### src/hw/gcsc_pkg.sv
package gcsc_pkg;

    // Device geometry.
    localparam int GCSC_MAX_SIDES      = 4;
    localparam int GCSC_NETS_PER_SIDE  = 5;
    localparam int GCSC_PINS_PER_SIDE  = 4;
    localparam int GCSC_DP_PINS        = 4;
    localparam int GCSC_PLL_OUTS       = 5;
    localparam int GCSC_MAX_PINS       = GCSC_MAX_SIDES * GCSC_PINS_PER_SIDE;

    // Register bus.
    localparam int         GCSC_ADDR_W      = 8;
    localparam logic [7:0] GCSC_OFF_MODE_LO = 8'h00;
    localparam logic [7:0] GCSC_OFF_MODE_HI = 8'h04;
    localparam logic [7:0] GCSC_OFF_REF_CFG = 8'h08;
    localparam logic [7:0] GCSC_OFF_GPIO_EN = 8'h0C;
    localparam logic [7:0] GCSC_OFF_PIN_OUT = 8'h10;
    localparam logic [7:0] GCSC_OFF_PIN_IN  = 8'h14;
    localparam logic [7:0] GCSC_OFF_ACTIVE  = 8'h18;
    localparam logic [1:0] GCSC_RESP_OKAY   = 2'h0;
    localparam logic [1:0] GCSC_RESP_SLVERR = 2'h2;

    // Reset values.
    localparam logic [31:0] GCSC_RST_MODE_LO = 32'h0000_0000;
    localparam logic [7:0]  GCSC_RST_MODE_HI = 8'h00;
    localparam logic [31:0] GCSC_RST_REF_CFG = 32'h0000_0000;
    localparam logic [15:0] GCSC_RST_GPIO_EN = 16'h0000;
    localparam logic [15:0] GCSC_RST_PIN_OUT = 16'h0000;

    // Reference configuration field layout, one byte per side.
    localparam int GCSC_REF_PIN_LSB  = 0;
    localparam int GCSC_REF_SW_BIT   = 2;
    localparam int GCSC_REF_NET_LSB  = 3;
    localparam int GCSC_REF_BYTE     = 8;

    // Static source mode of one clock control block.
    typedef enum logic [1:0] {
        GCSC_MODE_DYN  = 2'h0,
        GCSC_MODE_DP   = 2'h1,
        GCSC_MODE_INT  = 2'h2,
        GCSC_MODE_OFF  = 2'h3
    } gcsc_mode_t;

    // Current source codes inside a block; 0 to 3 follow the select lines.
    localparam logic [2:0] GCSC_SEL_DP  = 3'h4;
    localparam logic [2:0] GCSC_SEL_INT = 3'h5;
    localparam logic [2:0] GCSC_SEL_OFF = 3'h6;

    // Pin pair to network routing, per local net, pins p0 n0 p1 n1 = 0..3.
    localparam logic [9:0] GCSC_NET_PIN_A = {2'h0, 2'h2, 2'h0, 2'h1, 2'h0};
    localparam logic [9:0] GCSC_NET_PIN_B = {2'h2, 2'h3, 2'h1, 2'h2, 2'h3};

    // Dual purpose pin per global net: valid bit then pin index.
    localparam logic [59:0] GCSC_NET_DP = {{10{3'h0}},
        3'h7, 3'h7, 3'h6, 3'h7, 3'h6, 3'h5, 3'h5, 3'h5, 3'h4, 3'h4};

endpackage

### src/hw/gcsc_top.sv
// Decided for this implementation: the register addresses and register access over AXI4-Lite.
`timescale 1ns/10ps
// How it works
// - Both pins of a pair reach networks.
// - Unused clock pins work as plain I/O.
// - Pins and dual pins route by fixed table.
// - Pin count set by number of sides.
// - Five blocks per side, one net each.
// - Each block takes exactly six candidate inputs.
// - Five pll outputs, two per block.
// - Pins and pll outputs selectable at run time.
// - Logic input chosen only by static mode.
// - No run-time select for dual or logic.
// - Only the side's own pll is selectable.
// - Static settings locked once in user mode.
// - User logic enables or disables each net.
// - Reference mux switched statically or by switchover.
// - Net feeds pll only from pin or pll.
// - Logic driven blocks never reach plls.
// - Plain I/O never reaches pll reference.
// - Logic may drive nets with any signal.
// - Enable sampled at source falling edge.
module gcsc_top
    import gcsc_pkg::*;
#(
    parameter int NUM_SIDES = GCSC_MAX_SIDES,
    parameter int NP        = NUM_SIDES * GCSC_PINS_PER_SIDE,
    parameter int NN        = NUM_SIDES * GCSC_NETS_PER_SIDE
) (
    // Clock and reset.
    input  wire logic                   aclk,
    input  wire logic                   aresetn,
    // AXI4-Lite write channels.
    input  wire logic [GCSC_ADDR_W-1:0] s_axi_awaddr,
    input  wire logic                   s_axi_awvalid,
    output logic                        s_axi_awready,
    input  wire logic [31:0]            s_axi_wdata,
    input  wire logic [3:0]             s_axi_wstrb,
    input  wire logic                   s_axi_wvalid,
    output logic                        s_axi_wready,
    output logic [1:0]                  s_axi_bresp,
    output logic                        s_axi_bvalid,
    input  wire logic                   s_axi_bready,
    // AXI4-Lite read channels.
    input  wire logic [GCSC_ADDR_W-1:0] s_axi_araddr,
    input  wire logic                   s_axi_arvalid,
    output logic                        s_axi_arready,
    output logic [31:0]                 s_axi_rdata,
    output logic [1:0]                  s_axi_rresp,
    output logic                        s_axi_rvalid,
    input  wire logic                   s_axi_rready,
    // Device state.
    input  wire logic                   user_mode,
    // Clock pins, pair k at 2k (positive) and 2k+1.
    input  wire logic [NP-1:0]          clk_pin_i,
    output logic      [NP-1:0]          clk_pin_o,
    output logic      [NP-1:0]          clk_pin_oe,
    // Dual purpose pins and pll counters.
    input  wire logic [GCSC_DP_PINS-1:0] dual_purpose_clock_pin,
    input  wire logic [NUM_SIDES*GCSC_PLL_OUTS-1:0] pll_clk_i,
    // User logic controls, one entry per network; pll switchover one per side.
    input  wire logic [NN-1:0]          internal_clk_i,
    input  wire logic [2*NN-1:0]        clk_select_i,
    input  wire logic [NN-1:0]          clk_enable_i,
    input  wire logic [NUM_SIDES-1:0]   pll_switch_i,
    // Networks and pll references.
    output logic      [NN-1:0]          global_clock_net,
    output logic      [NUM_SIDES-1:0]   pll_ref_clk_o
);
    typedef struct packed {
        logic                   aw_got;
        logic [GCSC_ADDR_W-1:0] awaddr;
        logic                   w_got;
        logic [31:0]            wdata;
        logic [3:0]             wstrb;
        logic                   bvalid;
        logic [1:0]             bresp;
        logic                   rvalid;
        logic [31:0]            rdata;
        logic [1:0]             rresp;
        logic [31:0]            mode_lo;
        logic [7:0]             mode_hi;
        logic [31:0]            ref_cfg;
        logic [15:0]            gpio_en;
        logic [15:0]            pin_out;
        logic [3:0]             ref_q;
    } gcsc_top_t;

    gcsc_top_t st;
    gcsc_top_t next_st;

    logic [NP-1:0]                   pin_sync;
    logic [GCSC_DP_PINS-1:0]         dp_sync;
    logic [NUM_SIDES*GCSC_PLL_OUTS-1:0] pll_sync;
    logic [NN-1:0]                   net_w;
    logic [NN-1:0]                   active_w;
    logic [NN-1:0]                   pll_ok_w;
    logic [GCSC_MAX_PINS-1:0]        pin_full;
    logic [GCSC_MAX_PINS-1:0]        pin_clk_full;
    logic [31:0]                     net_full;
    logic [31:0]                     ok_full;
    logic [31:0]                     active_full;
    logic [GCSC_MAX_SIDES-1:0]       sw_full;
    logic [39:0]                     mode_all;

    // Pins and foreign clocks pass two flops first.
    gcsc_sync #(.WIDTH(NP)) u_pin_sync (
        .aclk    (aclk),
        .aresetn (aresetn),
        .async_i (clk_pin_i),
        .sync_o  (pin_sync)
    );

    gcsc_sync #(.WIDTH(GCSC_DP_PINS)) u_dp_sync (
        .aclk    (aclk),
        .aresetn (aresetn),
        .async_i (dual_purpose_clock_pin),
        .sync_o  (dp_sync)
    );

    gcsc_sync #(.WIDTH(NUM_SIDES*GCSC_PLL_OUTS)) u_pll_sync (
        .aclk    (aclk),
        .aresetn (aresetn),
        .async_i (pll_clk_i),
        .sync_o  (pll_sync)
    );

    assign mode_all = {st.mode_hi, st.mode_lo};

    // Pad per-pin and per-net vectors to the register width.
    genvar gp;
    generate
        for (gp = 0; gp < 32; gp++) begin : g_pad
            if (gp < NP) begin : g_pin
                assign pin_full[gp]     = pin_sync[gp];
                // A pin in I/O use carries no clock anywhere.
                assign pin_clk_full[gp] = pin_sync[gp] & ~st.gpio_en[gp];
            end else if (gp < GCSC_MAX_PINS) begin : g_nopin
                assign pin_full[gp]     = 1'b0;
                assign pin_clk_full[gp] = 1'b0;
            end
            if (gp < NN) begin : g_net
                assign net_full[gp]    = net_w[gp];
                assign ok_full[gp]     = pll_ok_w[gp];
                assign active_full[gp] = active_w[gp];
            end else begin : g_nonet
                assign net_full[gp]    = 1'b0;
                assign ok_full[gp]     = 1'b0;
                assign active_full[gp] = 1'b0;
            end
            if (gp < NUM_SIDES) begin : g_side
                assign sw_full[gp] = pll_switch_i[gp];
            end else if (gp < GCSC_MAX_SIDES) begin : g_noside
                assign sw_full[gp] = 1'b0;
            end
        end
    endgenerate

    // One clock control block per global network, five per side.
    genvar gj;
    generate
        for (gj = 0; gj < NN; gj++) begin : g_ccb
            localparam int S  = gj / GCSC_NETS_PER_SIDE;
            localparam int L  = gj % GCSC_NETS_PER_SIDE;
            localparam int PA = S * GCSC_PINS_PER_SIDE +
                                int'(GCSC_NET_PIN_A[2*L +: 2]);
            localparam int PB = S * GCSC_PINS_PER_SIDE +
                                int'(GCSC_NET_PIN_B[2*L +: 2]);
            localparam int CA = S * GCSC_PLL_OUTS + L;
            localparam int CB = S * GCSC_PLL_OUTS + (L + 1) % GCSC_PLL_OUTS;
            localparam logic [2:0] DPE = GCSC_NET_DP[3*gj +: 3];
            logic [5:0] src;
            assign src[0] = pin_clk_full[PA];
            assign src[1] = pin_clk_full[PB];
            assign src[2] = pll_sync[CA];
            assign src[3] = pll_sync[CB];
            assign src[4] = DPE[2] ? dp_sync[DPE[1:0]] : 1'b0;
            assign src[5] = internal_clk_i[gj];
            gcsc_ccb u_ccb (
                .aclk      (aclk),
                .aresetn   (aresetn),
                .src_i     (src),
                .mode_i    (mode_all[2*gj +: 2]),
                .dyn_sel_i (clk_select_i[2*gj +: 2]),
                .enable_i  (clk_enable_i[gj]),
                .net_o     (net_w[gj]),
                .active_o  (active_w[gj]),
                .pll_ok_o  (pll_ok_w[gj])
            );
        end
    endgenerate

    function automatic logic [31:0] merge(input logic [31:0] old,
                                          input logic [31:0] data,
                                          input logic [3:0]  strb);
        merge = old;
        for (int b = 0; b < 4; b++) begin
            if (strb[b]) begin
                merge[8*b +: 8] = data[8*b +: 8];
            end
        end
    endfunction

    // Bus slave, pll reference muxes and register file.
    always_comb begin
        logic       aw_have;
        logic       w_have;
        logic [4:0] cn;
        logic       sw;
        logic [31:0] m;
        aw_have = 1'b0;
        w_have  = 1'b0;
        cn      = 5'h00;
        sw      = 1'b0;
        m       = 32'h0000_0000;
        next_st = st;
        if (s_axi_awvalid && s_axi_awready) begin
            next_st.aw_got = 1'b1;
            next_st.awaddr = s_axi_awaddr;
        end
        if (s_axi_wvalid && s_axi_wready) begin
            next_st.w_got = 1'b1;
            next_st.wdata = s_axi_wdata;
            next_st.wstrb = s_axi_wstrb;
        end
        aw_have = next_st.aw_got;
        w_have  = next_st.w_got;
        if (st.bvalid && s_axi_bready) begin
            next_st.bvalid = 1'b0;
        end
        if (aw_have && w_have && !st.bvalid) begin
            next_st.aw_got = 1'b0;
            next_st.w_got  = 1'b0;
            next_st.bvalid = 1'b1;
            next_st.bresp  = GCSC_RESP_OKAY;
            m = merge(32'h0000_0000, next_st.wdata, next_st.wstrb);
            case (next_st.awaddr)
                GCSC_OFF_MODE_LO: begin
                    if (user_mode) begin
                        next_st.bresp = GCSC_RESP_SLVERR;
                    end else begin
                        next_st.mode_lo = merge(st.mode_lo, next_st.wdata,
                                                next_st.wstrb);
                    end
                end
                GCSC_OFF_MODE_HI: begin
                    if (user_mode) begin
                        next_st.bresp = GCSC_RESP_SLVERR;
                    end else if (next_st.wstrb[0]) begin
                        next_st.mode_hi = m[7:0];
                    end
                end
                GCSC_OFF_REF_CFG: begin
                    if (user_mode) begin
                        next_st.bresp = GCSC_RESP_SLVERR;
                    end else begin
                        next_st.ref_cfg = merge(st.ref_cfg, next_st.wdata,
                                                next_st.wstrb);
                    end
                end
                GCSC_OFF_GPIO_EN: begin
                    m = merge({16'h0000, st.gpio_en}, next_st.wdata,
                              next_st.wstrb);
                    next_st.gpio_en = m[15:0];
                end
                GCSC_OFF_PIN_OUT: begin
                    m = merge({16'h0000, st.pin_out}, next_st.wdata,
                              next_st.wstrb);
                    next_st.pin_out = m[15:0];
                end
                default: begin
                    next_st.bresp = GCSC_RESP_SLVERR;
                end
            endcase
        end
        if (st.rvalid && s_axi_rready) begin
            next_st.rvalid = 1'b0;
        end
        if (s_axi_arvalid && s_axi_arready) begin
            next_st.rvalid = 1'b1;
            next_st.rresp  = GCSC_RESP_OKAY;
            case (s_axi_araddr)
                GCSC_OFF_MODE_LO: next_st.rdata = st.mode_lo;
                GCSC_OFF_MODE_HI: next_st.rdata = {24'h000000, st.mode_hi};
                GCSC_OFF_REF_CFG: next_st.rdata = st.ref_cfg;
                GCSC_OFF_GPIO_EN: next_st.rdata = {16'h0000, st.gpio_en};
                GCSC_OFF_PIN_OUT: next_st.rdata = {16'h0000, st.pin_out};
                GCSC_OFF_PIN_IN:  next_st.rdata = {16'h0000, pin_full};
                GCSC_OFF_ACTIVE:  next_st.rdata = active_full;
                default: begin
                    next_st.rdata = 32'h0000_0000;
                    next_st.rresp = GCSC_RESP_SLVERR;
                end
            endcase
        end
        // A cascaded net is used only if its block runs from a pin or pll;
        // other sources are gated off.
        for (int s = 0; s < GCSC_MAX_SIDES; s++) begin
            cn = st.ref_cfg[GCSC_REF_BYTE*s + GCSC_REF_NET_LSB +: 5];
            sw = st.ref_cfg[GCSC_REF_BYTE*s + GCSC_REF_SW_BIT] | sw_full[s];
            if (sw) begin
                next_st.ref_q[s] = net_full[cn] & ok_full[cn];
            end else begin
                next_st.ref_q[s] = pin_clk_full[{2'(s),
                    st.ref_cfg[GCSC_REF_BYTE*s + GCSC_REF_PIN_LSB +: 2]}];
            end
        end
    end

    always_ff @(posedge aclk) begin
        if (!aresetn) begin
            st         <= '0;
            st.mode_lo <= GCSC_RST_MODE_LO;
            st.mode_hi <= GCSC_RST_MODE_HI;
            st.ref_cfg <= GCSC_RST_REF_CFG;
            st.gpio_en <= GCSC_RST_GPIO_EN;
            st.pin_out <= GCSC_RST_PIN_OUT;
        end else begin
            st <= next_st;
        end
    end

    // Handshake outputs; a new request waits while an answer stands.
    assign s_axi_awready    = !st.aw_got && !st.bvalid;
    assign s_axi_wready     = !st.w_got && !st.bvalid;
    assign s_axi_bvalid     = st.bvalid;
    assign s_axi_bresp      = st.bresp;
    assign s_axi_arready    = !st.rvalid;
    assign s_axi_rvalid     = st.rvalid;
    assign s_axi_rdata      = st.rdata;
    assign s_axi_rresp      = st.rresp;
    assign clk_pin_o        = st.pin_out[NP-1:0];
    assign clk_pin_oe       = st.gpio_en[NP-1:0];
    assign global_clock_net = net_w;
    assign pll_ref_clk_o    = st.ref_q[NUM_SIDES-1:0];
endmodule

### src/hw/gcsc_sync.sv
`timescale 1ns/10ps
module gcsc_sync #(
    parameter int WIDTH = 1
) (
    // Clock and reset.
    input  wire logic             aclk,
    input  wire logic             aresetn,
    // Levels.
    input  wire logic [WIDTH-1:0] async_i,
    output logic      [WIDTH-1:0] sync_o
);
    typedef struct packed {
        logic [WIDTH-1:0] meta;
        logic [WIDTH-1:0] sync;
    } gcsc_sync_t;

    gcsc_sync_t st;
    gcsc_sync_t next_st;

    // The first stage feeds only the second stage.
    always_comb begin
        next_st      = st;
        next_st.meta = async_i;
        next_st.sync = st.meta;
    end

    always_ff @(posedge aclk) begin
        if (!aresetn) begin
            st <= '0;
        end else begin
            st <= next_st;
        end
    end

    assign sync_o = st.sync;
endmodule

### src/hw/gcsc_ccb.sv
`timescale 1ns/10ps
module gcsc_ccb
    import gcsc_pkg::*;
(
    // Clock and reset.
    input  wire logic       aclk,
    input  wire logic       aresetn,
    // Candidate sources: pin a, pin b, pll a, pll b, dual purpose, logic.
    input  wire logic [5:0] src_i,
    // Static configuration and user controls.
    input  wire logic [1:0] mode_i,
    input  wire logic [1:0] dyn_sel_i,
    input  wire logic       enable_i,
    // Network and status.
    output logic            net_o,
    output logic            active_o,
    output logic            pll_ok_o
);
    typedef enum logic [1:0] {
        GCSC_RUN  = 2'h0,
        GCSC_PARK = 2'h1
    } gcsc_ccb_state_t;

    typedef struct packed {
        gcsc_ccb_state_t state;
        logic [2:0]      cur_sel;
        logic            prev;
        logic            en;
        logic            out;
    } gcsc_ccb_t;

    gcsc_ccb_t st;
    gcsc_ccb_t next_st;
    logic [2:0] want_sel;
    logic       cur_v;

    function automatic logic src_val(input logic [5:0] s,
                                     input logic [2:0] k);
        src_val = (k < GCSC_SEL_OFF) ? s[k] : 1'b0;
    endfunction

    // Only dedicated pins and pll outputs follow the select lines.
    always_comb begin
        case (mode_i)
            GCSC_MODE_DYN: want_sel = {1'b0, dyn_sel_i};
            GCSC_MODE_DP:  want_sel = GCSC_SEL_DP;
            GCSC_MODE_INT: want_sel = GCSC_SEL_INT;
            default:       want_sel = GCSC_SEL_OFF;
        endcase
    end

    // Sources switch only while low, so no runt; costs dead low time.
    always_comb begin
        next_st      = st;
        cur_v        = src_val(src_i, st.cur_sel);
        next_st.prev = cur_v;
        if ((st.prev && !cur_v) || (st.cur_sel == GCSC_SEL_OFF)) begin
            next_st.en = enable_i;
        end
        case (st.state)
            GCSC_RUN: begin
                if ((want_sel != st.cur_sel) && !cur_v) begin
                    next_st.state = GCSC_PARK;
                end
            end
            GCSC_PARK: begin
                if (!src_val(src_i, want_sel)) begin
                    next_st.cur_sel = want_sel;
                    next_st.state   = GCSC_RUN;
                    next_st.prev    = 1'b0;
                end
            end
            default: begin
                next_st.state = GCSC_RUN;
            end
        endcase
        next_st.out = (next_st.state == GCSC_RUN) && next_st.en &&
                      src_val(src_i, next_st.cur_sel);
    end

    always_ff @(posedge aclk) begin
        if (!aresetn) begin
            st <= '{GCSC_RUN, GCSC_SEL_OFF, 1'b0, 1'b0, 1'b0};
        end else begin
            st <= next_st;
        end
    end

    assign net_o    = st.out;
    assign active_o = (st.state == GCSC_RUN) && st.en &&
                      (st.cur_sel != GCSC_SEL_OFF);
    // Only pin or pll driven blocks may cascade into a pll.
    assign pll_ok_o = (st.state == GCSC_RUN) && (st.cur_sel < GCSC_SEL_DP);
endmodule

### config.mk
export PLATFORM = sky130hd
export DESIGN_NAME = gcsc_top
export DESIGN_NICKNAME = d
export VERILOG_FILES = /design/src/hw/gcsc_pkg.sv /design/src/hw/gcsc_top.sv /design/src/hw/gcsc_sync.sv /design/src/hw/gcsc_ccb.sv
export SDC_FILE = /design/constraint.sdc
export NUM_CORES = 1
export LEC_CHECK = 0
export BUFFER_PORTS_ARGS = -buffer_cell sky130_fd_sc_hd__buf_2
export CAP_MARGIN = 40
export CORE_UTILIZATION = 64
export DETAILED_ROUTE_END_ITERATION = 7
export MAX_ROUTING_LAYER = met4
export PLACE_DENSITY = 0.86
export SYNTH_ARGS = -nofsm -noshare
export SYNTH_HDL_FRONTEND = slang
export SYNTH_SLANG_ARGS = --single-unit
### constraint.sdc
create_clock -name aclk -period 7.55 [get_ports aclk]
set_input_delay 1.51 -clock aclk [delete_from_list [all_inputs] [get_ports aclk]]
set_output_delay 1.51 -clock aclk [all_outputs]
set_load 0.02 [all_outputs]
==> results of run 1 <==
[final cells by class]
class,count,area share (%)
diodes,4,0.0373
clock buffers,72,5.52
clock inverters,13,0.480
inverters,94,1.33
multi-input cells,2054,51.9
flip-flops and latches,430,32.1
well taps,504,2.35
repair buffers,309,6.27
[power groups by stage]
stage | logic, mW | clock network, mW | registers, mW
3_3_place_gp | 0.642 | 0 | 2.50
3_5_place_dp | 0.664 | 0 | 2.51
5_1_grt | 0.739 | 2.50 | 2.47
4_1_cts | 0.670 | 2.40 | 2.46
6_report | 0.683 | 2.38 | 2.47
2_1_floorplan | 0.515 | 0 | 2.45
[worst max-delay path by stage]
| stage | cells after the start | slack, ns | startpoint | endpoint |
|---|---|---|---|---|
| floorplan | 7 | 3.81 | clk_select_i[13] | g_ccb[6].u_ccb.net_o |
| global placement | 8 | 3.38 | s_axi_araddr[1] | s_axi_rdata[0] |
| detailed placement | 8 | 3.37 | s_axi_awvalid | clk_pin_o[4] |
| CTS | 8 | 3.93 | s_axi_awvalid | clk_pin_o[4] |
| global route | 8 | 3.75 | s_axi_awvalid | clk_pin_o[8] |
| finish | 8 | 3.90 | s_axi_awvalid | clk_pin_o[4] |
[flip-flops by register name, indices dropped and copies added, names as in the netlist, 20 cells and up]
register	count
u_pll_sync.next_st	20
g_ccb.u_ccb.net_o	20
s_axi_rdata	32
u_pll_sync.sync_o	20
mode_all	40
st	78
g_ccb.u_ccb.st	140
[cell families (layout without fill, tap and decap cells)]
family          Yosys count  after routing  share of synthesized area, %
flops                   430            430                          35.6
other cells               1             26                        0.0155
fa+ha+maj                36             36                          1.86
mux                     208            208                          11.5
xor+xnor                 58             58                          2.10
simple gates           1043           1043                          22.4
compound gates          687            687                          19.3
buf+inv                 359            488                          7.33
[metrics by stage]
step	hold WS, ns	instances	cell area, sq um	setup slack [ns]
after floorplan	0.412	2843	24300	3.81
after global placement	0.415	3380	25100	3.38
after detailed placement	0.418	3389	25200	3.37
after CTS	0.426	3474	26800	3.93
after global routing	0.442	3479	26800	3.75
final	0.425	3480	26800	3.90
[worst max-delay path, stage by stage]
cell and delay [ns]:
buf_2 0.09, or3b_1 0.56, mux2i_1 0.47, nand2_1 0.14, or3_1 0.45, nor2_2 0.58
nor2_1 0.08, a211oi_1 0.24
[placed cells by master, fill, tap and decap left out, types with 23 or more instances in the layout]
cell and instances:
xnor2_1 24, nand2b_1 74, buf_2 277, nor3_1 54, ha_1 36, o211ai_1 34, and2_1 101, inv_1 93
nand3_1 43, mux4_2 51, dfxtp_1 430, nor2b_1 62, a31oi_1 29, clkbuf_16 49, xor2_1 34, o21ai_0 132
buf_4 23, nor2_1 294, a21oi_1 138, nand2_1 229, mux2_2 25, a211oi_1 130, mux2i_1 129
[layer usage]
layer / global-route usage, % / routed length, microns / vias up
met4: 18.5 / 3620 / 0
met2: 60.3 / 33500 / 1233
li1: - / - / 10218
met1: 48.6 / 29600 / 10508
met5: - / 0 / -
met3: 7.17 / 7160 / 220
==> flow_summary_export.csv, run 1 <==
group,metric,value,unit
outcome,status,"finished, final reports clean",
timing,setup_viol,0,
power_and_ir_drop,ir_drop,0.180,mV
min_path,worstHoldPathCells,1,
critical_path,required,8.04,ns
critical_path,timing.rr.end,"g_ccb[8].u_ccb.net_o",
timing,fin_crit_sh,48.4,%
global_route,track_usage,38.7,%
timing,clock_skew,0.0126,ns
clock_network,htree_levels,2,
clock_network,cts.sinks,430,
power_and_ir_drop,power.internal,4.06,mW
global_route,grt_pass1_vias,20812,
power_and_ir_drop,pwr-share-clk,43.0,%
placement,place_congestion,0.990,
timing,finalHoldViolCount,0,
critical_path,reg2reg_from,"mode_all[17]",
drt,drc_errors,0,
power_and_ir_drop,p_per_area,206,mW/mm^2
placement,place.port_buffers,278,
min_path,holdPathEnd,"u_pll_sync.sync_o[13]",
critical_path,critPathArrivalTime,4.14,ns
drt,wire_per_inst,21.2,microns
drt,via_count,22179,
timing,tightest_slew,0.980,ns
synth,ys_seq_area_share,35.6,%
min_path,hold_start,"u_pll_sync.next_st[13]",
timing,finalMaxSlewViolations,0,
synth,yosysMostFrequentCell,"dfxtp_1",
clock_network,ctsHoldBuffers,0,
clock_network,post-cts-setup-buffers,0,
critical_path,ff2ff_path_depth,10,
global_route,antenna_found_initial,3,
clock_network,clkTransAtPathRegs,0.06,ns
critical_path,regToRegSetupSlack,4.10,ns
clock_network,cts-root-buf,"clkbuf_16",
synth,netlist_instances,2822,
power_and_ir_drop,seqPwrFrac,44.6,%
synth,syn_area,0.0242,sq mm
floorplanning,die_x,196,microns
critical_path,crit_type,"in -> reg",
global_route,grt_pass1_wl,114000,microns
timing,fmax,274,MHz
power_and_ir_drop,combPwrFrac,12.4,%
synth,ys_warn_count,0,
layout,multi_input_area,0.0139,sq mm
power_and_ir_drop,power_switching_share,26.6,%
clock_network,numCtsBuffers,47,
global_route,grt_max_degree,98,
synth,synthArstFlopShare,0,%
critical_path,worst-path-max-fanout,16,
critical_path,worst_setup_path_start_kind,"primary input",
layout,nets,3156,
synth,yosys.area.top_type_share,35.6,%
synth,ys_seq_elements,430,
synth,ys.flop_type,"dfxtp_1",
floorplanning,rows,70,
critical_path,crit_path_end_kind,"flip-flop",
clock_network,clock_latency,0.59,ns
clock_network,cts_tree,"done",
timing,maxSlewHeadroom,33.4,%
drt,postRouteAntennaNets,0,
power_and_ir_drop,p_sw,1.47,mW
synth,syn_area_per_cell,8.58,sq um
timing,finalCriticalPeriod,3.65,ns
floorplanning,core_area,0.0369,sq mm
floorplanning,initial_core_util,65.6,%
placement,post-dp-hpwl,54300,microns
floorplanning,dieArea,0.0386,sq mm
global_route,grt.overflow.total,0,
timing,fin_tns_setup,0,ns
layout,area_growth_syn_to_layout,10.9,%
layout,drive_gt1_share,18.9,%
layout,final.fill_count,2834,
synth,synth_top_area_cell,"dfxtp_1",
job,drv_cap,0,
timing,rsz0062_at_grt,"no",
drt,via_per_inst,6.37,
power_and_ir_drop,p_leak,10.7,nW
layout,fin_util,72.8,%
drt,firstDrtPassIters,5,
synth,synth_area_leaders,"dfxtp_1, mux2i_1, mux4_2",
layout,seqCellArea,0.00861,sq mm
drt,wl,73900,microns
floorplanning,io_pins,281,
min_path,hp-class,"reg -> reg",
clock_network,cts_buffer_depth,3,
floorplanning,die_y,196,microns
power_and_ir_drop,finalPower,5.53,mW
clock_network,cts_resized,0,
drt,drtIter0Drc,2062,
synth,synth_common_cells,"dfxtp_1, nor2_1, nand2_1",
synth,yosysUniqueCellTypes,98,
synth,synth_enable_flop_cells,0,
No activity file was read; power rests on OpenSTA's default activity.
==> run 2, diff against run 1 <==
--- a/config.mk
+++ b/config.mk
@@ -7,10 +7,10 @@
 export LEC_CHECK = 0
 export BUFFER_PORTS_ARGS = -buffer_cell sky130_fd_sc_hd__buf_2
 export CAP_MARGIN = 40
-export CORE_UTILIZATION = 64
+export CORE_UTILIZATION = 54
 export DETAILED_ROUTE_END_ITERATION = 7
 export MAX_ROUTING_LAYER = met4
-export PLACE_DENSITY = 0.86
+export PLACE_DENSITY = 0.78
 export SYNTH_ARGS = -nofsm -noshare
 export SYNTH_HDL_FRONTEND = slang
 export SYNTH_SLANG_ARGS = --single-unit
==> constraint.sdc (replaced) <==
create_clock -name aclk -period 3.3 [get_ports aclk]
set_input_delay 0.66 -clock aclk [delete_from_list [all_inputs] [get_ports aclk]]
set_output_delay 0.66 -clock aclk [all_outputs]
set_load 0.02 [all_outputs]
==> run 2 against run 1 <==
Against the previous run: combinational power grew 140%; setup slack worse by 3.7 ns; final cell count grew 4.0%; core utilization decreased by 11 points; hold slack lost 0.15 ns; largest cell class unchanged; critical path depth rose by 2; sequential power increased by 130%; critical path type is now reg -> reg; final area rose by 2.1%; global-route usage is 4.6 points lower; wire length rose by 4.5%; die area is 18% higher; first-iteration DRC count grew 21%.
==> flow_summary_export.csv, run 2 (synthesis results as in run 1) <==
group,metric,value,unit
outcome,status,"finished, final reports clean",
floorplanning,dieArea,0.0457,sq mm
timing,tightest_slew,0.960,ns
power_and_ir_drop,p_per_area,477,mW/mm^2
drt,via_count,22069,
critical_path,required,3.75,ns
clock_network,clock_latency,0.59,ns
floorplanning,die_y,214,microns
critical_path,reg2reg_from,"mode_all[12]",
layout,top_register,"g_ccb.u_ccb.st",
layout,largest_reg_flops,140,
floorplanning,die_x,214,microns
timing,maxSlewHeadroom,35.1,%
critical_path,critPathArrivalTime,3.52,ns
placement,place.port_buffers,278,
placement,post-dp-hpwl,58100,microns
global_route,grt_pass1_vias,20709,
drt,wire_per_inst,21.3,microns
critical_path,worst-path-max-fanout,6,
critical_path,ff2ff_path_depth,10,
layout,fin_util,62.0,%
timing,hold_slack,0.279,ns
floorplanning,io_pins,281,
drt,via_per_inst,6.10,
critical_path,startpoint,"mode_all[12]",
critical_path,crit_path_end_kind,"flip-flop",
layout,nets,3202,
floorplanning,rows,77,
clock_network,post-cts-setup-buffers,0,
timing,fin_tns_setup,0,ns
clock_network,numCtsBuffers,48,
global_route,grt.overflow.total,0,
timing,fmax,326,MHz
timing,finalMaxSlewViolations,0,
timing,finalHoldViolCount,0,
job,drv_cap,0,
global_route,antenna_found_initial,8,
global_route,grt_max_degree,95,
drt,drc_errors,0,
power_and_ir_drop,ir_drop,0.478,mV
min_path,hp-class,"in -> reg",
min_path,hold_start,"pll_clk_i[15]",
clock_network,cts_resized,0,
timing,setup_viol,0,
clock_network,cts.sinks,430,
critical_path,crit_type,"reg -> reg",
layout,final_common_cell,"dfxtp_1",
clock_network,cts-root-buf,"clkbuf_16",
drt,drtIter0Drc,2505,
clock_network,clkTransAtPathRegs,0.06,ns
placement,place_congestion,1.00,
global_route,track_usage,34.1,%
clock_network,ctsHoldBuffers,0,
timing,clock_skew,0.0179,ns
clock_network,htree_levels,2,
timing,finalCriticalPeriod,3.07,ns
power_and_ir_drop,p_leak,11.0,nW
timing,rsz0062_at_grt,"no",
global_route,grt_pass1_wl,117000,microns
clock_network,cts_tree,"done",
layout,area_growth_syn_to_layout,13.2,%
drt,wl,77200,microns
clock_network,cts_buffer_depth,3,
drt,firstDrtPassIters,5,
critical_path,worst_setup_path_start_kind,"flip-flop",
drt,postRouteAntennaNets,0,
floorplanning,core_area,0.0442,sq mm
floorplanning,initial_core_util,54.7,%
layout,mostFrequentLayoutCells,"dfxtp_1, nor2_1, buf_2, nand2_1, a21oi_1",
layout,drive_gt1_share,20.2,%
min_path,worstHoldPathCells,2,
timing,fin_crit_sh,93.0,%
run 2: critical path, cell delays in order (launching register included):
cell      delay (ns)
dfxtp_1         0.32
inv_1           0.04
ha_1            0.27
nand2b_2        0.22
o21ai_2         0.09
mux4_2          0.57
a311oi_2        0.40
mux2i_1         0.30
mux4_1          0.57
nand3_1         0.10
o31ai_1         0.07
run 2: layout make-up:
type | instances | area, sq um
Tap cell | 592 | 741
Timing Repair Buffer | 354 | 2020
Antenna cell | 10 | 25.0
Sequential cell | 430 | 8610
Inverter | 94 | 358
Fill cell | 3818 | 16800
Clock inverter | 27 | 377
Clock buffer | 59 | 1330
Multi-Input combinational cell | 2054 | 13900
run 2: per-layer routing:
| metal | part of all wire (%) | global-route usage, % | up-vias |
|---|---|---|---|
| met5 | 0 | - | - |
| met2 | 46 | 54.2 | 993 |
| met1 | 41 | 42.2 | 10550 |
| met4 | 4.3 | 14.2 | 0 |
| li1 | - | - | 10328 |
| met3 | 8.6 | 6.93 | 198 |
run 2: per-stage QoR:
step                      worst slack [ns]  std cells  power [mW]  instance area [sq um]
after floorplan                      0.282       2843        6.79                  24300
after global placement               0.269       3520        7.28                  25600
after detailed placement             0.189       3524        7.32                  25700
after CTS                            0.237       3610        13.1                  27400
after global routing                0.0192       3618        13.5                  27400
final                                0.231       3620        13.1                  27400
run 2: where the power goes:
| part | switching [mW] | internal (mW) |
|---|---|---|
| logic | 0.956 | 0.663 |
| clock network | 2.27 | 3.57 |
| registers | 0.221 | 5.41 |
| total | 3.44 | 9.64 |
run 2: path summary, 6_finish.rpt:
check                           slack (ns)                endpoint
worst max-delay path                  0.23    g_ccb[6].u_ccb.net_o
worst min-delay path                  0.28  u_pll_sync.next_st[15]
worst max register to register        0.23    g_ccb[6].u_ccb.net_o
worst min register to register        0.43    u_pin_sync.sync_o[0]
==> run 3, diff against run 2 <==
--- a/config.mk
+++ b/config.mk
@@ -7,10 +7,11 @@
 export LEC_CHECK = 0
 export BUFFER_PORTS_ARGS = -buffer_cell sky130_fd_sc_hd__buf_2
 export CAP_MARGIN = 40
-export CORE_UTILIZATION = 54
+export CORE_UTILIZATION = 30
 export DETAILED_ROUTE_END_ITERATION = 7
+export GPL_TIMING_DRIVEN = 0
 export MAX_ROUTING_LAYER = met4
-export PLACE_DENSITY = 0.78
+export REMOVE_ABC_BUFFERS = 1
 export SYNTH_ARGS = -nofsm -noshare
 export SYNTH_HDL_FRONTEND = slang
 export SYNTH_SLANG_ARGS = --single-unit
==> run 3 against run 2 <==
Against the previous run: clock power is essentially flat; combinational power hardly changed; core utilization is 27 points lower; final cell count increased by 11%; sequential share of layout area decreased by 0.44 points; wire length grew 6.4%; highest routed layer unchanged.
==> flow_summary_export.csv, run 3 (synthesis results as in run 1) <==
group,metric,value,unit
critical_path,required,3.77,ns
drt,via_per_inst,5.24,
critical_path,worst-path-max-fanout,6,
timing,finalCriticalPeriod,3.15,ns
timing,finalMaxSlewViolations,0,
drt,wire_per_inst,20.4,microns
clock_network,clock_latency,0.61,ns
outcome,status,"finished, final reports clean",
timing,fin_crit_sh,95.5,%
power_and_ir_drop,p_per_area,471,mW/mm^2
clock_network,cts-root-buf,"clkbuf_16",
power_and_ir_drop,p_leak,10.8,nW
drt,via_count,21120,
timing,tightest_slew,0.959,ns
power_and_ir_drop,ir_drop,0.332,mV
timing,finalHoldViolCount,0,
layout,final_common_cell,"dfxtp_1",
drt,drc_errors,0,
timing,fmax,317,MHz
floorplanning,rows,103,
critical_path,crit_type,"reg -> reg",
floorplanning,die_y,286,microns
placement,place.port_buffers,278,
global_route,busiest_layer,"met2",
clock_network,numCtsBuffers,52,
power_and_ir_drop,seqPwrFrac,43.0,%
critical_path,regToRegSetupSlack,0.15,ns
min_path,hold_start,"s_axi_rready",
critical_path,crit_chain,"inv_1 -> ha_2 -> nand2b_2 -> o21ai_2 -> mux4_2 -> a311oi_4 -> mux2i_2 -> mux4_1 -> nand3_1 -> o31ai_1",
timing,clock_skew,0.0267,ns
floorplanning,die_x,286,microns
clock_network,cts.sinks,430,
clock_network,cts_buffer_depth,3,
global_route,antenna_found_initial,7,
global_route,grtUsageMet3,4.44,%
min_path,hp-class,"in -> reg",
timing,hold_slack,0.252,ns
global_route,grt.overflow.total,0,
timing,fin_tns_setup,0,ns
drt,wl,82100,microns
layout,nets,3162,
critical_path,worst_setup_path_start_kind,"flip-flop",
placement,dp.cells,3936,
clock_network,htree_levels,2,
global_route,grtUsageMet2,30.7,%
power_and_ir_drop,power.internal,9.54,mW
layout,drive_gt1_share,19.5,%
timing,rsz0062_at_grt,"no",
clock_network,cts_tree,"done",
layout,area_growth_syn_to_layout,14.9,%
global_route,track_usage,20.0,%
critical_path,cp_slowest_stage_delay,0.60,ns
placement,post-dp-hpwl,61400,microns
global_route,grt_max_degree,120,
drt,firstDrtPassIters,6,
critical_path,crit_path_end_kind,"flip-flop",
critical_path,critPathArrivalTime,3.63,ns
critical_path,timing.rr.end,"g_ccb[6].u_ccb.net_o",
timing,maxSlewHeadroom,35.2,%
timing,setup_viol,0,
power_and_ir_drop,power_switching_share,27.1,%
min_path,holdPathEnd,"s_axi_rvalid",
placement,place_congestion,0.937,
power_and_ir_drop,combPwrFrac,12.3,%
layout,top_register,"g_ccb.u_ccb.st",
drt,postRouteAntennaNets,0,
power_and_ir_drop,pwr-share-clk,44.7,%
layout,layout.cells.non_filler,4034,
layout,mostFrequentLayoutCells,"dfxtp_1, nor2_1, buf_2, nand2_1, a21oi_1",
critical_path,ff2ff_path_depth,10,
floorplanning,dieArea,0.0818,sq mm
min_path,worstHoldPathCells,2,
layout,fin_util,35.0,%
floorplanning,io_pins,281,
critical_path,critPathSlowestCell,"mux4_1",
drt,drtIter0Drc,1638,
global_route,grt_pass1_wl,122000,microns
critical_path,reg2reg_from,"mode_all[12]",
floorplanning,core_area,0.0794,sq mm
floorplanning,initial_core_util,30.5,%
layout,largest_reg_flops,140,
power_and_ir_drop,finalPower,13.1,mW
clock_network,clkTransAtPathRegs,0.06,ns
job,drv_cap,0,
global_route,grt_pass1_vias,19771,
power_and_ir_drop,p_sw,3.54,mW
global_route,grt_use_met1,26.3,%
clock_network,ctsHoldBuffers,0,
[run 3: changes by cell type in the layout (fill, tap and decap cells not counted), moves of 5 or more]
cell,delta
buf_4,-58
bufinv_16,-7
buf_16,+5
diode_2,-6
clkbuf_8,+9
clkbuf_16,+5
buf_6,+5
buf_2,+8
[run 3: stage by stage]
step                      area (sq um)  worst slack, ns
after global routing             27800          0.00929
after floorplan                  22900            -1.46
after CTS                        27700          0.00264
final                            27800            0.149
after global placement           25600            -8.85
after detailed placement         26000           -0.631
[run 3: how the worst max path moves through the flow]
| stage | start | end | slack (ns) | cells after the start |
|---|---|---|---|---|
| global route | mode_all[16] | g_ccb[8].u_ccb.net_o | 0.009 | 10 |
| detailed placement | s_axi_araddr[1] | s_axi_rdata[3] | -0.63 | 10 |
| global placement | aresetn | g_ccb[5].u_ccb.net_o | -8.85 | 6 |
| finish | mode_all[12] | g_ccb[6].u_ccb.net_o | 0.15 | 10 |
| floorplan | aresetn | g_ccb[0].u_ccb.net_o | -1.46 | 5 |
| CTS | s_axi_araddr[1] | s_axi_rdata[3] | 0.003 | 10 |
[run 3: critical path, delay by kind of cell (launching register included)]
kind	cells	cell delay, ns
mux	3	1.53
compound gates	3	0.47
simple gates	2	0.31
fa+ha+maj	1	0.23
flops	1	0.40
buf+inv	1	0.07
[run 3: area by class of cell]
type / count / area [sq um]
Fill cell: 8339 / 51600
Multi-Input combinational cell: 2054 / 14000
Sequential cell: 430 / 8610
Timing Repair Buffer: 310 / 1750
Clock buffer: 75 / 1590
Tap cell: 1050 / 1310
Inverter: 94 / 360
Clock inverter: 17 / 158
Antenna cell: 4 / 10.0
[run 3: what timing repair did]
action / 4_1_cts / 5_1_grt
gates resized for setup: 5 / 8
setup endpoints to repair: 2 / 18
buffers inserted: 0 / 2
pin swaps: 0 / 2
[run 3: power by group through the flow]
stage,Sequential (mW),Combinational (mW),Clock (mW)
floorplan,5.69,0.994,0
global route,5.66,1.76,6.20
finish,5.63,1.61,5.85
global placement,5.73,1.56,0
CTS,5.62,1.60,6.00
detailed placement,5.74,1.59,0
[run 3: layer usage]
layer  routed length (microns)  part of all wire [%]
met1                     37100                    45
met2                     36900                    45
met3                      6070                   7.4
met4                      2080                   2.5
met5                         0                     0
